### src/core/pwm_pkg.sv
// Constants, register map and field layout of the motor pulse generator.
// Assumes a 16-bit register port and a 100 MHz system clock.
`default_nettype none

package pwm_pkg;

  // ----------------------------------------------------------------------
  // Widths
  // ----------------------------------------------------------------------
  localparam int DATA_W = 16;
  localparam int ADDR_W = 4;
  localparam int PAIRS = 3;
  localparam int CHANNELS = 6;

  // ----------------------------------------------------------------------
  // Register offsets
  // ----------------------------------------------------------------------
  localparam logic [3:0] OFF_CONTROL = 4'h0;
  localparam logic [3:0] OFF_CONFIG = 4'h1;
  localparam logic [3:0] OFF_MODULUS = 4'h2;
  localparam logic [3:0] OFF_DEADTIME = 4'h3;
  localparam logic [3:0] OFF_VALUE0 = 4'h4;
  localparam logic [3:0] OFF_FAULT_CTRL = 4'hA;
  localparam logic [3:0] OFF_STATUS = 4'hB;
  localparam logic [3:0] OFF_MASK = 4'hC;
  localparam logic [3:0] OFF_COUNTER = 4'hD;
  localparam logic [3:0] OFF_PINS = 4'hE;

  // ----------------------------------------------------------------------
  // Field positions
  // ----------------------------------------------------------------------
  localparam int CTL_ENABLE = 0;
  localparam int CTL_CENTER = 1;
  localparam int CTL_LOAD_OK = 2;
  localparam int CTL_CORRECT = 3;
  localparam int CTL_RELOAD_LSB = 4;
  localparam int CFG_INDEP_LSB = 0;
  localparam int CFG_POL_TOP = 4;
  localparam int CFG_POL_BOTTOM = 5;
  localparam int FLT_EN_LSB = 0;
  localparam int FLT_AUTO_LSB = 4;
  localparam int ST_RELOAD = 0;
  localparam int ST_FAULT_LSB = 1;

  // ----------------------------------------------------------------------
  // Values after reset
  // ----------------------------------------------------------------------
  localparam logic [15:0] RST_CONTROL = 16'h0000;
  localparam logic [15:0] RST_CONFIG = 16'h0000;
  localparam logic [15:0] RST_MODULUS = 16'h0064;
  localparam logic [15:0] RST_DEADTIME = 16'h0000;
  localparam logic [15:0] RST_VALUE = 16'h0000;
  localparam logic [15:0] RST_FAULT_CTRL = 16'h0000;
  localparam logic [3:0] RST_MASK = 4'h0;

endpackage

`default_nettype wire

### src/core/pwm_pair_if.sv
// Signals between the generator core and one output pair.
// Assumes one clock domain shared by both ends.
`default_nettype none

interface pwm_pair_if;
  logic [15:0] count;
  logic [15:0] value_top;
  logic [15:0] value_bottom;
  logic [15:0] dead;
  logic indep;
  logic pol_top;
  logic pol_bottom;
  logic run;
  logic out_top;
  logic out_bottom;

  modport core (
    output count, value_top, value_bottom, dead, indep, pol_top, pol_bottom, run,
    input out_top, out_bottom
  );
  modport pair (
    input count, value_top, value_bottom, dead, indep, pol_top, pol_bottom, run,
    output out_top, out_bottom
  );
endinterface

`default_nettype wire

### src/core/pwm_pair.sv
// One output pair: compare, dead interval, polarity, shutdown.
// Assumes a synchronised active-low reset from the top module.
`default_nettype none

module pwm_pair (
  input wire logic i_clock,
  input wire logic i_rst_n,
  pwm_pair_if.pair bus
);
  import pwm_pkg::*;

  logic raw_top;
  logic raw_bottom;
  logic side;
  logic [15:0] dead_count;
  logic on_top;
  logic on_bottom;

  // ----------------------------------------------------------------------
  // Compare
  // ----------------------------------------------------------------------
  assign raw_top = bus.count < bus.value_top;
  assign raw_bottom = bus.count < bus.value_bottom;

  // ----------------------------------------------------------------------
  // Dead interval
  // ----------------------------------------------------------------------
  always_ff @(posedge i_clock or negedge i_rst_n) begin
    if (!i_rst_n) begin
      side <= 1'b0;
      dead_count <= 16'h0000;
    end else if (raw_top != side) begin
      side <= raw_top;
      dead_count <= bus.dead;
    end else if (dead_count != 16'h0000) begin
      dead_count <= dead_count - 16'h0001;
    end
  end

  always_comb begin
    if (bus.indep) begin
      on_top = raw_top;
      on_bottom = raw_bottom;
    end else begin
      on_top = side && dead_count == 16'h0000;
      on_bottom = !side && dead_count == 16'h0000;
    end
  end

  // ----------------------------------------------------------------------
  // Output stage
  // ----------------------------------------------------------------------
  always_ff @(posedge i_clock or negedge i_rst_n) begin
    if (!i_rst_n) begin
      bus.out_top <= 1'b0;
      bus.out_bottom <= 1'b0;
    end else begin
      bus.out_top <= (on_top && bus.run) ^ bus.pol_top;
      bus.out_bottom <= (on_bottom && bus.run) ^ bus.pol_bottom;
    end
  end
endmodule

`default_nettype wire

### src/core/motor_pwm_generator.sv
// Motor pulse generator: counter, registers, reload, protection, sync.
// Assumes a 16-bit register port with read data one cycle after the strobe.
//
// Operation
// - Six outputs: three pairs or six channels
// - Dead interval between complementary side changes
// - Separate top and bottom output polarity
// - Counter runs up to programmable modulus
// - Edge or center aligned, zero to full
// - Three current-sense and three fault inputs
// - Fault protection, cycle-by-cycle current limiting
// - Current sense selects software correction values
// - Key parameters accept only first write
// - Buffered values load every 1 to 16 periods
// - Reference sync output for converter timer
// - Reload event driven out as sync pulse
//
// The register offsets and strobed register access were decided locally.
`default_nettype none

module motor_pwm_generator (
  input wire logic i_clock,
  input wire logic i_reset_n,
  input wire logic [pwm_pkg::ADDR_W-1:0] i_addr,
  input wire logic [pwm_pkg::DATA_W-1:0] i_wdata,
  input wire logic i_write,
  input wire logic i_read,
  input wire logic [pwm_pkg::PAIRS-1:0] i_fault,
  input wire logic [pwm_pkg::PAIRS-1:0] i_current_sense,
  output logic [pwm_pkg::DATA_W-1:0] o_rdata,
  output logic [pwm_pkg::PAIRS-1:0] o_pwm_top,
  output logic [pwm_pkg::PAIRS-1:0] o_pwm_bottom,
  output logic o_sync,
  output logic o_irq
);
  import pwm_pkg::*;

  typedef enum logic [1:0] {
    COUNT_UP = 2'b01,
    COUNT_DOWN = 2'b10
  } dir_t;

  logic [1:0] rst_sync;
  logic rst_n;
  logic [15:0] control;
  logic [15:0] config_reg;
  logic config_locked;
  logic [15:0] modulus_buf;
  logic [15:0] modulus;
  logic [15:0] deadtime;
  logic deadtime_locked;
  logic [15:0] value_buf [CHANNELS];
  logic [15:0] value [CHANNELS];
  logic center;
  logic [15:0] fault_ctrl;
  logic [3:0] status;
  logic [3:0] mask;
  logic [PAIRS-1:0] fault_hold;
  logic [15:0] count;
  dir_t dir;
  logic [3:0] period_count;
  logic period_end;
  logic reload;
  logic write_status;
  logic [3:0] set_status;

  function automatic logic hit(input logic [3:0] addr, input logic [3:0] off);
    hit = addr == off;
  endfunction

  function automatic logic set_wins(input logic old, input logic set, input logic clr);
    set_wins = set || (old && !clr);
  endfunction

  // ----------------------------------------------------------------------
  // Reset release
  // ----------------------------------------------------------------------
  always_ff @(posedge i_clock or negedge i_reset_n) begin
    if (!i_reset_n) begin
      rst_sync <= 2'b00;
    end else begin
      rst_sync <= {rst_sync[0], 1'b1};
    end
  end
  assign rst_n = rst_sync[1];

  // ----------------------------------------------------------------------
  // Period counter
  // ----------------------------------------------------------------------
  always_comb begin
    if (!control[CTL_ENABLE]) begin
      period_end = 1'b0;
    end else if (center) begin
      period_end = dir == COUNT_DOWN && count <= 16'h0001;
    end else begin
      period_end = count + 16'h0001 >= modulus;
    end
  end

  always_ff @(posedge i_clock or negedge rst_n) begin
    if (!rst_n) begin
      count <= 16'h0000;
      dir <= COUNT_UP;
    end else if (!control[CTL_ENABLE] || period_end) begin
      count <= 16'h0000;
      dir <= COUNT_UP;
    end else begin
      case (dir)
        COUNT_UP: begin
          if (center && count + 16'h0001 >= modulus) begin
            dir <= COUNT_DOWN;
          end
          count <= count + 16'h0001;
        end
        COUNT_DOWN: begin
          count <= count - 16'h0001;
        end
        default: begin
          dir <= COUNT_UP;
        end
      endcase
    end
  end

  // ----------------------------------------------------------------------
  // Reload rate
  // ----------------------------------------------------------------------
  always_ff @(posedge i_clock or negedge rst_n) begin
    if (!rst_n) begin
      period_count <= 4'h0;
    end else if (!control[CTL_ENABLE] || reload) begin
      period_count <= 4'h0;
    end else if (period_end) begin
      period_count <= period_count + 4'h1;
    end
  end
  assign reload = period_end &&
    period_count == control[CTL_RELOAD_LSB +: 4];

  // ----------------------------------------------------------------------
  // Register writes
  // ----------------------------------------------------------------------
  always_ff @(posedge i_clock or negedge rst_n) begin
    if (!rst_n) begin
      control <= RST_CONTROL;
    end else begin
      if (i_write && hit(i_addr, OFF_CONTROL)) begin
        control <= i_wdata;
      end else if (reload || !control[CTL_ENABLE]) begin
        control[CTL_LOAD_OK] <= 1'b0;
      end
    end
  end

  always_ff @(posedge i_clock or negedge rst_n) begin
    if (!rst_n) begin
      config_reg <= RST_CONFIG;
      config_locked <= 1'b0;
      deadtime <= RST_DEADTIME;
      deadtime_locked <= 1'b0;
    end else begin
      if (i_write && hit(i_addr, OFF_CONFIG) && !config_locked) begin
        config_reg <= i_wdata;
        config_locked <= 1'b1;
      end
      if (i_write && hit(i_addr, OFF_DEADTIME) && !deadtime_locked) begin
        deadtime <= i_wdata;
        deadtime_locked <= 1'b1;
      end
    end
  end

  always_ff @(posedge i_clock or negedge rst_n) begin
    if (!rst_n) begin
      fault_ctrl <= RST_FAULT_CTRL;
      mask <= RST_MASK;
      modulus_buf <= RST_MODULUS;
    end else if (i_write) begin
      if (hit(i_addr, OFF_FAULT_CTRL)) begin
        fault_ctrl <= i_wdata;
      end
      if (hit(i_addr, OFF_MASK)) begin
        mask <= i_wdata[3:0];
      end
      if (hit(i_addr, OFF_MODULUS)) begin
        modulus_buf <= i_wdata;
      end
    end
  end

  // ----------------------------------------------------------------------
  // Double buffer
  // ----------------------------------------------------------------------
  logic load_now;
  assign load_now = control[CTL_LOAD_OK] && (reload || !control[CTL_ENABLE]);

  always_ff @(posedge i_clock or negedge rst_n) begin
    if (!rst_n) begin
      modulus <= RST_MODULUS;
      center <= 1'b0;
    end else if (load_now) begin
      modulus <= modulus_buf;
      center <= control[CTL_CENTER];
    end
  end

  generate
    for (genvar c = 0; c < CHANNELS; c++) begin : g_value
      always_ff @(posedge i_clock or negedge rst_n) begin
        if (!rst_n) begin
          value_buf[c] <= RST_VALUE;
          value[c] <= RST_VALUE;
        end else begin
          if (i_write && hit(i_addr, OFF_VALUE0 + 4'(c))) begin
            value_buf[c] <= i_wdata;
          end
          if (load_now) begin
            value[c] <= value_buf[c];
          end
        end
      end
    end
  endgenerate

  // ----------------------------------------------------------------------
  // Protection
  // ----------------------------------------------------------------------
  generate
    for (genvar p = 0; p < PAIRS; p++) begin : g_fault
      logic trip;
      logic release_now;
      assign trip = fault_ctrl[FLT_EN_LSB + p] && i_fault[p];
      assign release_now = !i_fault[p] && (fault_ctrl[FLT_AUTO_LSB + p] ?
        period_end : write_status && i_wdata[ST_FAULT_LSB + p]);
      always_ff @(posedge i_clock or negedge rst_n) begin
        if (!rst_n) begin
          fault_hold[p] <= 1'b0;
        end else begin
          fault_hold[p] <= set_wins(fault_hold[p], trip, release_now);
        end
      end
    end
  endgenerate

  // ----------------------------------------------------------------------
  // Status and interrupt
  // ----------------------------------------------------------------------
  assign write_status = i_write && hit(i_addr, OFF_STATUS);
  assign set_status = {fault_ctrl[FLT_EN_LSB +: PAIRS] & i_fault, reload};

  generate
    for (genvar s = 0; s < 4; s++) begin : g_status
      always_ff @(posedge i_clock or negedge rst_n) begin
        if (!rst_n) begin
          status[s] <= 1'b0;
        end else begin
          status[s] <= set_wins(status[s], set_status[s], write_status && i_wdata[s]);
        end
      end
    end
  endgenerate

  always_ff @(posedge i_clock or negedge rst_n) begin
    if (!rst_n) begin
      o_irq <= 1'b0;
      o_sync <= 1'b0;
    end else begin
      o_irq <= |(status & mask);
      o_sync <= reload;
    end
  end

  // ----------------------------------------------------------------------
  // Read port
  // ----------------------------------------------------------------------
  always_ff @(posedge i_clock or negedge rst_n) begin
    if (!rst_n) begin
      o_rdata <= 16'h0000;
    end else if (!i_read) begin
      o_rdata <= 16'h0000;
    end else begin
      case (i_addr)
        OFF_CONTROL: o_rdata <= control;
        OFF_CONFIG: o_rdata <= config_reg;
        OFF_MODULUS: o_rdata <= modulus_buf;
        OFF_DEADTIME: o_rdata <= deadtime;
        OFF_FAULT_CTRL: o_rdata <= fault_ctrl;
        OFF_STATUS: o_rdata <= {12'h000, status};
        OFF_MASK: o_rdata <= {12'h000, mask};
        OFF_COUNTER: o_rdata <= count;
        OFF_PINS: o_rdata <= {5'h00, fault_hold, 1'b0, i_current_sense, 1'b0, i_fault};
        default: begin
          if (i_addr >= OFF_VALUE0 && i_addr < OFF_FAULT_CTRL) begin
            o_rdata <= value_buf[3'(i_addr - OFF_VALUE0)];
          end else begin
            o_rdata <= 16'h0000;
          end
        end
      endcase
    end
  end

  // ----------------------------------------------------------------------
  // Output pairs
  // ----------------------------------------------------------------------
  generate
    for (genvar p = 0; p < PAIRS; p++) begin : g_pair
      pwm_pair_if link ();
      logic use_alt;
      assign use_alt = control[CTL_CORRECT] && i_current_sense[p];
      assign link.count = count;
      assign link.indep = config_reg[CFG_INDEP_LSB + p];
      assign link.value_top = (!link.indep && use_alt) ? value[2*p+1] : value[2*p];
      assign link.value_bottom = value[2*p+1];
      assign link.dead = deadtime;
      assign link.pol_top = config_reg[CFG_POL_TOP];
      assign link.pol_bottom = config_reg[CFG_POL_BOTTOM];
      assign link.run = control[CTL_ENABLE] && !fault_hold[p] &&
        !(fault_ctrl[FLT_EN_LSB + p] && i_fault[p]);
      assign o_pwm_top[p] = link.out_top;
      assign o_pwm_bottom[p] = link.out_bottom;
      pwm_pair u_pair (
        .i_clock(i_clock),
        .i_rst_n(rst_n),
        .bus(link.pair)
      );
    end
  endgenerate
endmodule

`default_nettype wire

### config.mk
export PLATFORM = sky130hd
export DESIGN_NAME = motor_pwm_generator
export DESIGN_NICKNAME = d
export VERILOG_FILES = /design/src/core/pwm_pkg.sv /design/src/core/pwm_pair_if.sv /design/src/core/pwm_pair.sv /design/src/core/motor_pwm_generator.sv
export SDC_FILE = /design/constraint.sdc
export NUM_CORES = 1
export LEC_CHECK = 0
export BUFFER_PORTS_ARGS = -buffer_cell sky130_fd_sc_hd__buf_2
export CORE_MARGIN = 3
export CORE_UTILIZATION = 57
export CTS_CLUSTER_DIAMETER = 60
export DETAILED_ROUTE_END_ITERATION = 7
export PLACE_DENSITY = 0.78
export SLEW_MARGIN = 25
export SYNTH_ARGS = -nofsm -noshare
export SYNTH_HDL_FRONTEND = slang
export SYNTH_SLANG_ARGS = --single-unit
### constraint.sdc
create_clock -name i_clock -period 11.12 [get_ports i_clock]
set_clock_uncertainty 0.15 [all_clocks]
set_input_delay 0.556 -clock i_clock [delete_from_list [all_inputs] [get_ports i_clock]]
set_output_delay 0.556 -clock i_clock [all_outputs]
set_load 0.02 [all_outputs]
==> flow_results.xml <==
<?xml version="1.0" encoding="UTF-8"?>
<metrics>
  <group name="status">
    <metric name="run_status" unit="">finished clean</metric>
  </group>
  <group name="pwr">
    <metric name="power_per_cell_area" unit="nW/µm²">244.3</metric>
    <metric name="p_sw" unit="W">0.002062</metric>
    <metric name="power.share.combinational" unit="%">34.1</metric>
    <metric name="sw_frac_of_total" unit="%">36.07</metric>
    <metric name="fin_total_pwr" unit="W">0.005717</metric>
    <metric name="ir_worst_vdd" unit="mV">0.1651</metric>
    <metric name="intPower" unit="W">0.003655</metric>
    <metric name="seqPwrFrac" unit="%">39.1</metric>
    <metric name="leakage" unit="nW">10.60</metric>
    <metric name="clock_power_share" unit="%">26.8</metric>
  </group>
  <group name="yosys">
    <metric name="netlist_top_cells_area" unit="">sky130_fd_sc_hd__dfrtp_1 (46%), sky130_fd_sc_hd__mux2_2 (13%), sky130_fd_sc_hd__ha_1 (6.6%)</metric>
    <metric name="area_share_of_the_leading_cell_type_in_the_synthesized_netlist" unit="%">46.34</metric>
    <metric name="yosys.cell_types.count" unit="">72</metric>
    <metric name="synth-edff-count" unit="">0</metric>
    <metric name="syn_area" unit="µm²">21280</metric>
    <metric name="synth_warnings" unit="">0</metric>
    <metric name="synth.yosys.seq_area_share" unit="%">47.20</metric>
    <metric name="post_synthesis_sequential_element_count" unit="">401</metric>
    <metric name="ys_async_sr_fraction" unit="%">100.0</metric>
    <metric name="yosys_most_used_dff" unit="">sky130_fd_sc_hd__dfrtp_1</metric>
    <metric name="synth_cells" unit="">1887</metric>
    <metric name="mappedNetlistNets" unit="">2030</metric>
    <metric name="syn_area_per_cell" unit="µm²">11.28</metric>
    <metric name="synthDominantAreaCellType" unit="">sky130_fd_sc_hd__dfrtp_1</metric>
  </group>
  <group name="placement">
    <metric name="hpwl" unit="µm">43180</metric>
    <metric name="gpl.final_weighted_congestion" unit="">1.010</metric>
    <metric name="io_buffers" unit="">53</metric>
    <metric name="place_inst" unit="">2330</metric>
    <metric name="placement.setup.worst_slack" unit="ns">5.665</metric>
  </group>
  <group name="sta">
    <metric name="max_freq" unit="MHz">179.9</metric>
    <metric name="setup_tns" unit="ns">0</metric>
    <metric name="layout_min_cycle_time" unit="ns">5.557</metric>
    <metric name="final_max_slew_viol_count" unit="">0</metric>
    <metric name="report.final.hold_viol_count" unit="">0</metric>
    <metric name="worst_pin_slew" unit="ns">1.053</metric>
    <metric name="setup_slack" unit="ns">5.563</metric>
    <metric name="timing.final.crit_share" unit="%">49.98</metric>
    <metric name="slew-limit-headroom" unit="%">29.82</metric>
    <metric name="rsz0062_at_grt" unit="">false</metric>
    <metric name="final-setup-viol-count" unit="">0</metric>
  </group>
  <group name="finish">
    <metric name="mostFrequentLayoutCell" unit="">sky130_fd_sc_hd__dfrtp_1</metric>
    <metric name="filler_cell_count" unit="">2808</metric>
    <metric name="regArea" unit="µm²">10050</metric>
    <metric name="final_util" unit="%">63.77</metric>
    <metric name="syn2layout_area_growth" unit="%">9.991</metric>
    <metric name="largest_register_ffs" unit="">96</metric>
    <metric name="final_cell_count_no_fill" unit="">2413</metric>
    <metric name="num-nets-final" unit="">2052</metric>
    <metric name="final_cell_mix" unit="">sky130_fd_sc_hd__dfrtp_1 (393), sky130_fd_sc_hd__mux2_2 (249), sky130_fd_sc_hd__nor2_1 (133), sky130_fd_sc_hd__ha_1 (113), sky130_fd_sc_hd__a21oi_1 (104)</metric>
    <metric name="multi_input_area" unit="µm²">10430</metric>
    <metric name="largest-register" unit="">value_buf</metric>
    <metric name="layout-drive-gt1-share" unit="%">22.90</metric>
  </group>
  <group name="floorplan">
    <metric name="die-width" unit="µm">199.2</metric>
    <metric name="core_area" unit="µm²">36700</metric>
    <metric name="initial_util" unit="%">57.98</metric>
    <metric name="fp.dieH" unit="µm">199.2</metric>
    <metric name="die_area" unit="µm²">39680</metric>
    <metric name="num_io_pins" unit="">54</metric>
    <metric name="fp-row-count" unit="">70</metric>
  </group>
  <group name="setup_path">
    <metric name="endpoint_kind" unit="">flop</metric>
    <metric name="crit_path_max_fanout" unit="">70</metric>
    <metric name="worst_path_slowest_cell" unit="">sky130_fd_sc_hd__buf_4</metric>
    <metric name="crit_path_cell_trace" unit="">ha_1, inv_1, or2_2, nor3_1, and3_1, xor2_1, ha_1, nand2_1, o21ai_0, a21oi_1, o21a_1, o21a_4, nor2_8, buf_4, mux2_2</metric>
    <metric name="max_incr_delay_on_cp" unit="ns">0.82</metric>
    <metric name="startpoint_type" unit="">flop</metric>
    <metric name="crit_required" unit="ns">11.41</metric>
    <metric name="data_arrival_at_the_endpoint_of_the_critical_path" unit="ns">5.85</metric>
    <metric name="setup.worst_path.class" unit="">reg2reg</metric>
    <metric name="cpMostUsedCell" unit="">sky130_fd_sc_hd__ha_1</metric>
  </group>
  <group name="global_route">
    <metric name="grt_start_max_net_pins" unit="">85</metric>
    <metric name="grt_antenna_before_repair" unit="">3</metric>
    <metric name="wire_length_of_the_first_global_routing_pass" unit="µm">94050</metric>
    <metric name="grt_overflow_total" unit="">0</metric>
    <metric name="number_of_global_route_vias_before_repair" unit="">15740</metric>
    <metric name="grtUsageTotal" unit="%">31.37</metric>
  </group>
  <group name="route">
    <metric name="route.vias.total" unit="">15690</metric>
    <metric name="total_wire_length" unit="µm">61750</metric>
    <metric name="via_per_inst" unit="">6.503</metric>
    <metric name="drt_first_iter_violations" unit="">1394</metric>
    <metric name="post_detailed_route_wirelength_per_cell" unit="µm">25.59</metric>
    <metric name="remaining_drc_errors" unit="">0</metric>
    <metric name="first_pass_detailed_route_iteration_total" unit="">6</metric>
    <metric name="routed_antenna_nets" unit="">0</metric>
  </group>
  <group name="clock_network">
    <metric name="clock_tree_from_tritoncts" unit="">done</metric>
    <metric name="cts.repair_timing.setup_buffer_count" unit="">0</metric>
    <metric name="tritoncts.num_buffers" unit="">44</metric>
    <metric name="root_buffer" unit="">sky130_fd_sc_hd__clkbuf_16</metric>
    <metric name="clock_sinks" unit="">401</metric>
    <metric name="clock_insertion_delay_worst_skew" unit="ns">0.57</metric>
    <metric name="ctsHtreeMaxLevel" unit="">2</metric>
    <metric name="cts_clock_pin_slew_for_the_worst_setup_and_hold_paths" unit="ns">0.06</metric>
    <metric name="clock_path_buffers" unit="">3</metric>
  </group>
  <group name="hold_path">
    <metric name="hold_crit_class" unit="">in2async</metric>
  </group>
  <group name="flow_run">
    <metric name="maxcap_viol_count" unit="">0</metric>
  </group>
</metrics>
## area by class of cell
type                            instances  area share [%]
Antenna cell                            2         0.02139
Clock buffer                           61           5.582
Clock inverter                         19          0.9731
Inverter                               83           1.331
Multi-Input combinational cell       1298           44.58
Sequential cell                       401           42.93
Tap cell                              468           2.502
Timing Repair Buffer                   81           2.074
## per-layer routing
layer  GRT usage (%)  part of all wire (%)  vias to the layer above
li1                -                     -                     6871
met4           15.83                   5.0                        0
met2           49.06                    46                      686
met1           41.19                    41                     7964
met3           7.452                   8.3                      171
met5               0                     0                        -
## final timing paths
check	endpoint	start	slack [ns]	cells past startpoint
worst max register to register	g_pair[2].link.value_bottom[6]$_DFFE_PN0P_	count[1]$_DFFE_PN0P_	5.56	15
worst max-delay path	g_pair[2].link.value_bottom[6]$_DFFE_PN0P_	count[1]$_DFFE_PN0P_	5.56	15
worst min register to register	rst_sync[1]$_DFF_PN0_	rst_sync[0]$_DFF_PN0_	0.20	0
max in group asynchronous	g_pair[1].link.value_bottom[3]$_DFFE_PN0P_	rst_sync[1]$_DFF_PN0_	8.61	2
min in group i_clock	o_rdata[2]$_DFF_PN0_	i_read	0.16	3
worst min-delay path	rst_sync[1]$_DFF_PN0_	i_reset_n	0.14	2
## per-stage QoR
stage,hold WS [ns],cell area (µm²)
5_1_grt,0.1475,23400
3_3_place_gp,0.1840,21820
2_1_floorplan,0.1104,21280
6_report,0.1436,23400
4_1_cts,0.1194,23390
3_5_place_dp,0.1881,21850
## synthesized netlist by cell type, drive strengths merged (12+ instances only)
library cell / instances
mux2: 318
buf: 31
mux4: 13
dfrtp: 394
nor2b: 15
nand4: 16
a31oi: 18
a221oi: 19
xor2: 30
inv: 83
nor2: 138
a21o: 17
a21oi: 104
or4: 12
ha: 113
nand3: 34
nor4: 19
nand2b: 13
a22oi: 14
a22o: 17
o21ai: 88
nand2: 97
xnor2: 42
mux2i: 24
nor3: 28
clkbuf: 74
## cells by family (layout without fill, tap and decap cells)
logic type / count (synthesis) / count (layout) / synth area share [%]
mux: 355 / 355 / 19.34
simple gates: 414 / 414 / 9.527
fa+ha+maj: 113 / 113 / 6.645
other cells: 1 / 3 / 0.01762
flops: 401 / 401 / 47.20
compound gates: 343 / 343 / 10.21
buf+inv: 188 / 244 / 4.093
xor+xnor: 72 / 72 / 2.964
## worst max-delay path, delay by kind of cell, from the launching register on
family	cells	cell delay, ns
adder cells (fa/ha/maj)	2	0.64
AND/OR/NAND/NOR	5	1.69
multiplexers	1	0.43
XOR/XNOR	1	0.08
flip-flops	1	0.65
AO/OA/AOI/OAI	4	0.78
buffers and inverters	2	0.87
## power groups by stage
stage | combinational (W) | clock (W) | sequential [W]
floorplan | 0.00142 | 0 | 0.00213
global placement | 0.00184 | 0 | 0.00221
detailed placement | 0.00192 | 0 | 0.00224
CTS | 0.00194 | 0.00154 | 0.00222
global route | 0.00214 | 0.00160 | 0.00228
finish | 0.00195 | 0.00153 | 0.00224
## timing repair
action / CTS / global route
hold buffers: 1 / 0
endpoints found under the hold margin: 2 / 0
gates resized for setup: 0 / 0
(Power assumes the default switching activity.)
